--- src/verilog/uprc_defs.vh ---
// Constants for the USB port routing controller.
`ifndef UPRC_DEFS_VH
`define UPRC_DEFS_VH
`define UPRC_CLK_MHZ 100
`define UPRC_INTERNAL_POWER_ON_RESET_PULSE_MIN_NS 200
`define UPRC_INTERNAL_POWER_ON_RESET_PULSE_CYC ((`UPRC_INTERNAL_POWER_ON_RESET_PULSE_MIN_NS * `UPRC_CLK_MHZ + 999) / 1000)
`define UPRC_DIP_US 11
`define UPRC_DIP_CYC (`UPRC_DIP_US * `UPRC_CLK_MHZ)
`define UPRC_CNT_W 12
`define UPRC_NPORTS 2
`define UPRC_OWN_FS 1'b0
`define UPRC_OWN_HS 1'b1
`define UPRC_SPD_FULL 1'b0
`define UPRC_SPD_LOW 1'b1
`define UPRC_HS_ONLY_MASK 8'hF0
`define UPRC_FS_MASK 8'h0F
`define UPRC_ST_RESET 2'b00
`define UPRC_ST_HOLD 2'b01
`define UPRC_ST_RUN 2'b10
`define UPRC_ST_DIP 2'b11
`define UPRC_DIV_30 4'h7
`define UPRC_STEP_30 4'h3
`define UPRC_DIV_48 5'h0D
`define UPRC_STEP_48 5'h0C
`endif

--- src/verilog/uprc_top.v ---
// Port routing, port power, power event, clock enables and power-on reset filter.
// Operation
// High-speed ownership blocks full-speed port writes.
// High-speed-only port bits hidden from full-speed.
// Two ownership bits steer routing multiplexer.
// Reset gives every port to full-speed.
// Host driver alone changes ownership bits.
// Full-speed serves 12 or 1.5 Mbit/s.
// High-speed serves owned port at 480.
// Low overcurrent input per port flags fault.
// Low power enable per port applies power.
// Underscore-N USB pins are active low.
// Open-drain low power event requests change.
// Derive 30 and 48 MHz enables internally.
// Hold reset at least 200 ns after rise.
// Ignore supply dips of 11 us or less.
// Reassert reset after dips over 11 us.
// Mux transceiver and status to selected owner.
`timescale 1ns/100ps
`default_nettype none
`include "uprc_defs.vh"
module uprc_top #(
   parameter DIP_CYC = `UPRC_DIP_CYC
) (
   input wire sys_clk,
   input wire reset_n,
   input wire supply_ok_hi,
   input wire supply_ok_lo,
   input wire [1:0] hs_own_wr,
   input wire [1:0] hs_own_val,
   input wire [1:0] fs_port_wr,
   input wire [15:0] fs_port_wdata,
   input wire [15:0] hs_port_wdata,
   input wire [1:0] hs_port_wr,
   input wire [1:0] fs_low_speed,
   input wire [1:0] port_power_req,
   input wire pme_req,
   input wire [1:0] xcvr_status,
   input wire port1_overcurrent_n,
   input wire port2_overcurrent_n,
   output wire [1:0] port_owner,
   output wire [15:0] fs_port_rdata,
   output wire [15:0] hs_port_rdata,
   output wire [1:0] fs_port_status,
   output wire [1:0] hs_port_status,
   output wire [1:0] fs_speed_sel,
   output wire [1:0] hs_speed_480,
   output wire [1:0] port_overcurrent,
   output reg port1_power_on_n,
   output reg port2_power_on_n,
   output wire pme_n_out,
   output wire pme_n_oe,
   output reg clk30_en,
   output reg clk48_en,
   output wire internal_power_on_reset_pulse
);
   localparam [`UPRC_CNT_W-1:0] INTERNAL_POWER_ON_RESET_PULSE_CNT = `UPRC_INTERNAL_POWER_ON_RESET_PULSE_CYC;
   localparam [`UPRC_CNT_W-1:0] DIP_CNT = DIP_CYC;
   reg [1:0] own_ff;
   reg [7:0] port_reg_ff [0:1];
   reg pme_ff;
   reg [1:0] state_ff;
   reg [1:0] nxt_state;
   reg [`UPRC_CNT_W-1:0] cnt_ff;
   reg [`UPRC_CNT_W-1:0] nxt_cnt;
   reg [3:0] div30_ff;
   reg [4:0] div48_ff;
   wire oc1_s;
   wire oc2_s;
   wire hi_s;
   wire lo_s;
   wire por_n;
   // Returns high when an ownership bit selects the high-speed controller.
   function uprc_is_hs;
      input owner_bit;
      begin
         uprc_is_hs = (owner_bit == `UPRC_OWN_HS);
      end
   endfunction
   // Overcurrent pins and supply detectors come from outside this clock domain.
   uprc_sync3 u_oc1 (.sys_clk(sys_clk), .reset_n(reset_n), .async_in(port1_overcurrent_n),
      .rst_val(1'b1), .sync_out(oc1_s));
   uprc_sync3 u_oc2 (.sys_clk(sys_clk), .reset_n(reset_n), .async_in(port2_overcurrent_n),
      .rst_val(1'b1), .sync_out(oc2_s));
   uprc_sync3 u_hi (.sys_clk(sys_clk), .reset_n(reset_n), .async_in(supply_ok_hi),
      .rst_val(1'b1), .sync_out(hi_s));
   uprc_sync3 u_lo (.sys_clk(sys_clk), .reset_n(reset_n), .async_in(supply_ok_lo),
      .rst_val(1'b1), .sync_out(lo_s));
   assign port_overcurrent = {~oc2_s, ~oc1_s};
   // Power-on reset filter sequencer.
   always @* begin
      nxt_state = state_ff;
      nxt_cnt = cnt_ff;
      case (state_ff)
         `UPRC_ST_RESET: begin
            nxt_cnt = {`UPRC_CNT_W{1'b0}};
            if (hi_s) begin
               nxt_state = `UPRC_ST_HOLD;
            end
         end
         `UPRC_ST_HOLD: begin
            if (!hi_s) begin
               nxt_state = `UPRC_ST_RESET;
            end else if (cnt_ff >= INTERNAL_POWER_ON_RESET_PULSE_CNT - 1'b1) begin
               nxt_state = `UPRC_ST_RUN;
            end else begin
               nxt_cnt = cnt_ff + 1'b1;
            end
         end
         `UPRC_ST_RUN: begin
            nxt_cnt = {`UPRC_CNT_W{1'b0}};
            if (!lo_s) begin
               nxt_state = `UPRC_ST_DIP;
            end
         end
         // A dip longer than the filter span brings the internal reset back.
         `UPRC_ST_DIP: begin
            if (lo_s) begin
               nxt_state = `UPRC_ST_RUN;
            end else if (cnt_ff >= DIP_CNT - 1'b1) begin
               nxt_state = `UPRC_ST_RESET;
            end else begin
               nxt_cnt = cnt_ff + 1'b1;
            end
         end
         default: begin
            nxt_state = `UPRC_ST_RESET;
         end
      endcase
   end
   always @(posedge sys_clk or negedge reset_n) begin
      if (!reset_n) begin
         state_ff <= `UPRC_ST_RESET;
         cnt_ff <= {`UPRC_CNT_W{1'b0}};
      end else begin
         state_ff <= nxt_state;
         cnt_ff <= nxt_cnt;
      end
   end
   assign internal_power_on_reset_pulse = (state_ff == `UPRC_ST_RESET) ||
      (state_ff == `UPRC_ST_HOLD);
   assign por_n = ~internal_power_on_reset_pulse;
   // Clock enable dividers for 30 and 48 MHz domains.
   // Each accumulator adds a step and wraps, so pulses come 3 in 10 and 12 in 25 cycles.
   always @(posedge sys_clk or negedge reset_n) begin
      if (!reset_n) begin
         div30_ff <= 4'h0;
         div48_ff <= 5'h00;
         clk30_en <= 1'b0;
         clk48_en <= 1'b0;
      end else begin
         clk30_en <= 1'b0;
         clk48_en <= 1'b0;
         if (div30_ff >= `UPRC_DIV_30) begin
            div30_ff <= div30_ff - `UPRC_DIV_30;
            clk30_en <= 1'b1;
         end else begin
            div30_ff <= div30_ff + `UPRC_STEP_30;
         end
         if (div48_ff >= `UPRC_DIV_48) begin
            div48_ff <= div48_ff - `UPRC_DIV_48;
            clk48_en <= 1'b1;
         end else begin
            div48_ff <= div48_ff + `UPRC_STEP_48;
         end
      end
   end
   // Ownership, port registers, power enables and power event.
   genvar p;
   generate
      for (p = 0; p < `UPRC_NPORTS; p = p + 1) begin : g_port
         // Writes are qualified by the current owner of the port.
         // A full-speed write leaves the high-speed-only upper bits untouched.
         wire hs_wr_ok;
         wire fs_wr_ok;
         assign hs_wr_ok = hs_port_wr[p] & uprc_is_hs(own_ff[p]);
         assign fs_wr_ok = fs_port_wr[p] & ~uprc_is_hs(own_ff[p]);
         always @(posedge sys_clk or negedge reset_n) begin
            if (!reset_n) begin
               own_ff[p] <= `UPRC_OWN_FS;
               port_reg_ff[p] <= 8'h00;
            end else if (!por_n) begin
               own_ff[p] <= `UPRC_OWN_FS;
               port_reg_ff[p] <= 8'h00;
            end else begin
               if (hs_own_wr[p]) begin
                  own_ff[p] <= hs_own_val[p];
               end
               if (hs_wr_ok) begin
                  port_reg_ff[p] <= hs_port_wdata[p*8 +: 8];
               end else if (fs_wr_ok) begin
                  port_reg_ff[p] <= (port_reg_ff[p] & `UPRC_HS_ONLY_MASK) |
                     (fs_port_wdata[p*8 +: 8] & `UPRC_FS_MASK);
               end
            end
         end
         assign fs_port_rdata[p*8 +: 8] = port_reg_ff[p] & `UPRC_FS_MASK;
         assign hs_port_rdata[p*8 +: 8] = port_reg_ff[p];
         assign fs_port_status[p] = ~uprc_is_hs(own_ff[p]) & xcvr_status[p];
         assign hs_port_status[p] = uprc_is_hs(own_ff[p]) & xcvr_status[p];
         assign fs_speed_sel[p] = fs_low_speed[p] ? `UPRC_SPD_LOW : `UPRC_SPD_FULL;
         assign hs_speed_480[p] = uprc_is_hs(own_ff[p]);
      end
   endgenerate
   assign port_owner = own_ff;
   // Port power and the power event are withdrawn while the internal reset is high.
   always @(posedge sys_clk or negedge reset_n) begin
      if (!reset_n) begin
         port1_power_on_n <= 1'b1;
         port2_power_on_n <= 1'b1;
         pme_ff <= 1'b0;
      end else begin
         port1_power_on_n <= ~(port_power_req[0] & por_n);
         port2_power_on_n <= ~(port_power_req[1] & por_n);
         pme_ff <= pme_req & por_n;
      end
   end
   assign pme_n_out = 1'b0;
   assign pme_n_oe = pme_ff;
endmodule // uprc_top
`default_nettype wire

--- src/verilog/uprc_sync3.v ---
// Three-stage input synchroniser with agreement filter.
`timescale 1ns/100ps
`default_nettype none
module uprc_sync3 (
   input wire sys_clk,
   input wire reset_n,
   input wire async_in,
   input wire rst_val,
   output reg sync_out
);
   reg s1_ff;
   reg s2_ff;
   reg s3_ff;
   always @(posedge sys_clk or negedge reset_n) begin
      if (!reset_n) begin
         s1_ff <= 1'b1;
         s2_ff <= 1'b1;
         s3_ff <= 1'b1;
         sync_out <= 1'b1;
      end else begin
         s1_ff <= async_in;
         s2_ff <= s1_ff;
         s3_ff <= s2_ff;
         if (s2_ff == s3_ff) begin
            sync_out <= s3_ff;
         end
      end
   end
   wire unused_rst_val = rst_val;
endmodule // uprc_sync3
`default_nettype wire

--- config.mk ---
export PLATFORM = sky130hd
export DESIGN_NAME = uprc_top
export DESIGN_NICKNAME = d
export VERILOG_FILES = /design/src/verilog/uprc_top.v /design/src/verilog/uprc_sync3.v
export VERILOG_INCLUDE_DIRS = /design/src /design/src/verilog
export SDC_FILE = /design/constraint.sdc
export NUM_CORES = 1
export LEC_CHECK = 0
export ABC_AREA = 0
export BUFFER_PORTS_ARGS = -buffer_cell sky130_fd_sc_hd__buf_2
export CELL_PAD_IN_SITES_DETAIL_PLACEMENT = 2
export CELL_PAD_IN_SITES_GLOBAL_PLACEMENT = 2
export CORE_MARGIN = 3
export CORE_UTILIZATION = 30
export DETAILED_ROUTE_END_ITERATION = 16
export PLACE_DENSITY = 0.91
export SLEW_MARGIN = 20
export SYNTH_ARGS = -nofsm -noshare
export SYNTH_HDL_FRONTEND = slang
export SYNTH_SLANG_ARGS = --single-unit
--- constraint.sdc ---
create_clock -name sys_clk -period 2.1 [get_ports sys_clk]
set_input_delay 0.315 -clock sys_clk [delete_from_list [all_inputs] [get_ports sys_clk]]
set_output_delay 0.315 -clock sys_clk [all_outputs]
set_load 0.01 [all_outputs]
==> results.yml <==
drt:
  drt_wl_total_um: 8440
  routed_wire_length_per_instance_um: 17.1
  drc: 0
  postRouteAntennaNets: 0
  dr_total_vias: 2387
  route.detailed.vias_per_inst: 4.82
  detailedRoute.firstIterationViolations: 70
  iteration_count_of_the_initial_detailed_routing_pass: 4
clock_tree:
  cts_setup_buffers: 0
  cts.clk_slew.worst_paths_ns: 0.07
  cts_buffer_depth: 2
  cts_htree_levels: 3
  clock-root-buffer: "sky130_fd_sc_hd__clkbuf_8"
  cts_tree: "built"
  clock_latency_ns: 0.34
  clock_sink_count: 62
  cts_buffers: 9
worst_hold_path:
  holdCritPathClass: "primary input to flip-flop"
  hold_end: "u_oc2.s1_ff$_DFF_PN1_"
  hold-path-cell-count: 1
  holdCritStartpoint: "port2_overcurrent_n"
sta:
  layout_min_cycle_time_ns: 2.01
  timing.fmax_mhz: 498
  finalMaxSlewViolations: 0
  clock-skew-final_ns: 0.0102
  timing.final.setup_violations: 0
  slew_hr_pct: 62.7
  unrepaired_setup_endpoints_after_global_routing: "yes"
  finalSetupTns_ns: 0
  hold-worst-slack_ns: 0.0687
  fin_ws_ns: 0.0905
  period_share_pct: 95.7
  report.final.hold_viol_count: 0
  worstMarginPinSlew_ns: 0.559
worst_setup_path:
  r2r_start: "cnt_ff[8]$_DFFE_PN0P_"
  rr_endpoint: "cnt_ff[4]$_DFFE_PN0P_"
  cp_slowest_cell: "sky130_fd_sc_hd__dfrtp_1"
  setup.worst_path.class: "flip-flop to flip-flop"
  required_time_of_the_critical_path_ns: 2.36
  timing.critical_path.arrival_ns: 2.27
  reg2regPathDepth: 5
  crit_path_cell_trace: "nor3_1 -> nand4_1 -> o22a_2 -> or3_1 -> a21oi_1"
  worstPathMaxFanout: 5
  rrSetupSlack_ns: 0.09
  timing.critical_path.to_type: "flip-flop"
  worst_path_largest_cell_delay_ns: 0.48
  startpoint_class: "flip-flop"
job:
  drv.max_cap_violation_count: 0
run_status:
  outcome: "finished clean"
synth:
  synth.ff_latch_count: 62
  post-synth-top-area-fraction_pct: 37.5
  ys_seq_area_share_pct: 53.6
  synth_enable_flop_cells: 0
  synthArstFlopShare_pct: 100
  synth_top_cell_by_area: "sky130_fd_sc_hd__dfrtp_1"
  synthCells: 279
  synthDistinctLibCells: 44
  synthesis.area_mm2: 0.00294
  post_synth.cell_area_avg_um2: 10.5
  dominantRegCellSynth: "sky130_fd_sc_hd__dfrtp_1"
  ys.warnings.count: 0
  ys_top_cells_by_area: "sky130_fd_sc_hd__dfrtp_1 (37%), sky130_fd_sc_hd__dfstp_2 (16%), sky130_fd_sc_hd__buf_4 (5.9%)"
global_routing:
  first_global_vias: 2664
  gr-usage-all-layers_pct: 16.2
  grt_overflow: 0
  antenna_violations_before_repair: 0
  first_pass_grt_wire_length_um: 14200
  grt_max_degree: 40
place:
  placed_cells_incl_taps: 478
  dp_hpwl_um: 6570
  pre_cts_ws_ns: 0.0279
  gp_congestion: 0.829
  placement.cell_area_mm2: 0.00341
  io_buffers: 82
finish:
  finish.net_count: 421
  signed_area_change_from_the_synthesized_netlist_to_the_final_layout_pct: 24.4
  antenna_cells_inserted: 0
  layout_cell_share_with_drive_strength_beyond_1_pct: 34.7
  final_common_cell: "sky130_fd_sc_hd__buf_2"
  finalNonFillerCells: 495
  post-route-util_pct: 39.0
  layout.cells.most_common_list: "sky130_fd_sc_hd__buf_2 (82), sky130_fd_sc_hd__dfrtp_1 (44), sky130_fd_sc_hd__nand2_1 (33)"
  final_area_mm2: 0.00366
power_and_ir_drop:
  switching_share_pct: 34.3
  power.leakage_nw: 1.80
  power_density_mw_per_mm2: 1060
  worst_ir_drop_on_vdd_v: 0.000470
  power.sequential.fraction_pct: 41.9
  pwr-share-comb_pct: 27.6
  power.net_switching_mw: 1.33
  power.internal_mw: 2.54
  design_power_total_mw: 3.87
  p_clk_share_pct: 30.5
die:
  fp.dieArea_mm2: 0.0110
  design.core.area_mm2: 0.00937
  site_row_count: 35
  die-width_um: 105
  floorplan.die.height_um: 105
  effective_utilization_at_floorplan_pct: 31.4
  io_pins: 104
## area by class of cell
| type | count | area (um2) |
|---|---|---|
| multi-input cells | 181 | 1150 |
| flip-flops and latches | 62 | 1570 |
| fillers | 1058 | 5720 |
| clock inverters | 3 | 67.6 |
| clock buffers | 13 | 149 |
| inverters | 16 | 60.1 |
| well taps | 129 | 161 |
| repair buffers | 91 | 493 |
## metal layers
metal	vias to the layer above	part of all wire (%)	GRT usage [%]
met5	-	0	0
met4	0	1.7	5.53
met3	16	4.7	4.20
met2	77	53	28.0
met1	1198	40	19.6
li1	1096	-	-
## sequential cells by signal, indices dropped and copies added, names as in the netlist, 2 cells and up
register / count
cnt_ff: 12
div30_ff: 4
div48_ff: 5
fs_port_rdata: 8
hs_port_rdata: 8
hs_speed_480: 2
state_ff: 2
## logic make-up (layout without fill, tap and decap cells)
| logic type | after synthesis | count (layout) | share of synthesized area, % |
|---|---|---|---|
| AO/OA/AOI/OAI | 47 | 47 | 10.6 |
| XOR/XNOR | 8 | 8 | 2.38 |
| adder cells (fa/ha/maj) | 11 | 11 | 4.34 |
| buffers and inverters | 44 | 123 | 8.90 |
| flip-flops | 62 | 62 | 53.6 |
| multiplexers | 13 | 13 | 4.85 |
| other | 1 | 9 | 0.128 |
| AND/OR/NAND/NOR | 93 | 93 | 15.3 |
## synthesized netlist by cell type, types with 3 or more instances
library cell and instances:
sky130_fd_sc_hd__maj3_1 4, sky130_fd_sc_hd__buf_4 23, sky130_fd_sc_hd__nand3_1 19, sky130_fd_sc_hd__nand4_1 4, sky130_fd_sc_hd__clkbuf_1 4, sky130_fd_sc_hd__nor2b_1 3
sky130_fd_sc_hd__dfrtp_1 44, sky130_fd_sc_hd__or3_1 3, sky130_fd_sc_hd__ha_1 7, sky130_fd_sc_hd__nand2_1 33, sky130_fd_sc_hd__xnor2_1 5, sky130_fd_sc_hd__xor2_1 3
sky130_fd_sc_hd__o21ai_0 7, sky130_fd_sc_hd__a21oi_1 16, sky130_fd_sc_hd__o31ai_1 11, sky130_fd_sc_hd__dfstp_2 18, sky130_fd_sc_hd__mux2i_1 12, sky130_fd_sc_hd__and2_1 5
sky130_fd_sc_hd__nor2_1 13, sky130_fd_sc_hd__inv_1 16
## worst max-delay path: cells and delay by family (launching register included)
family | cells | cell delay [ns]
compound gates | 2 | 0.44
flops | 1 | 0.48
simple gates | 3 | 1.01
## worst max-delay path by stage
stage          slack [ns]             startpoint               endpoint  cells past startpoint
6_report             0.09  cnt_ff[8]$_DFFE_PN0P_  cnt_ff[4]$_DFFE_PN0P_                      5
5_1_grt             -0.04  cnt_ff[4]$_DFFE_PN0P_  cnt_ff[7]$_DFFE_PN0P_                      5
4_1_cts             0.008  cnt_ff[4]$_DFFE_PN0P_  cnt_ff[0]$_DFFE_PN0P_                      6
3_5_place_dp         0.03  cnt_ff[4]$_DFFE_PN0P_  cnt_ff[0]$_DFFE_PN0P_                      6
3_3_place_gp         0.16  cnt_ff[0]$_DFFE_PN0P_  cnt_ff[4]$_DFFE_PN0P_                      6
2_1_floorplan        0.20  cnt_ff[0]$_DFFE_PN0P_  cnt_ff[4]$_DFFE_PN0P_                      6
## power groups by stage
stage | clock network [mW] | registers, mW | logic, mW
after CTS | 1.21 | 1.62 | 1.09
final | 1.18 | 1.62 | 1.07
after global routing | 1.28 | 1.66 | 1.20
after detailed placement | 0 | 1.64 | 1.09
after global placement | 0 | 1.62 | 1.02
after floorplan | 0 | 1.61 | 0.683
## repair_timing
item / in CTS / in global routing
hold endpoints to repair: 11 / 0
hold buffers: 1 / 0
setup endpoints to repair: 0 / 7
resized for setup: 0 / 3
Note: power is estimated with default switching activity, not from simulation.
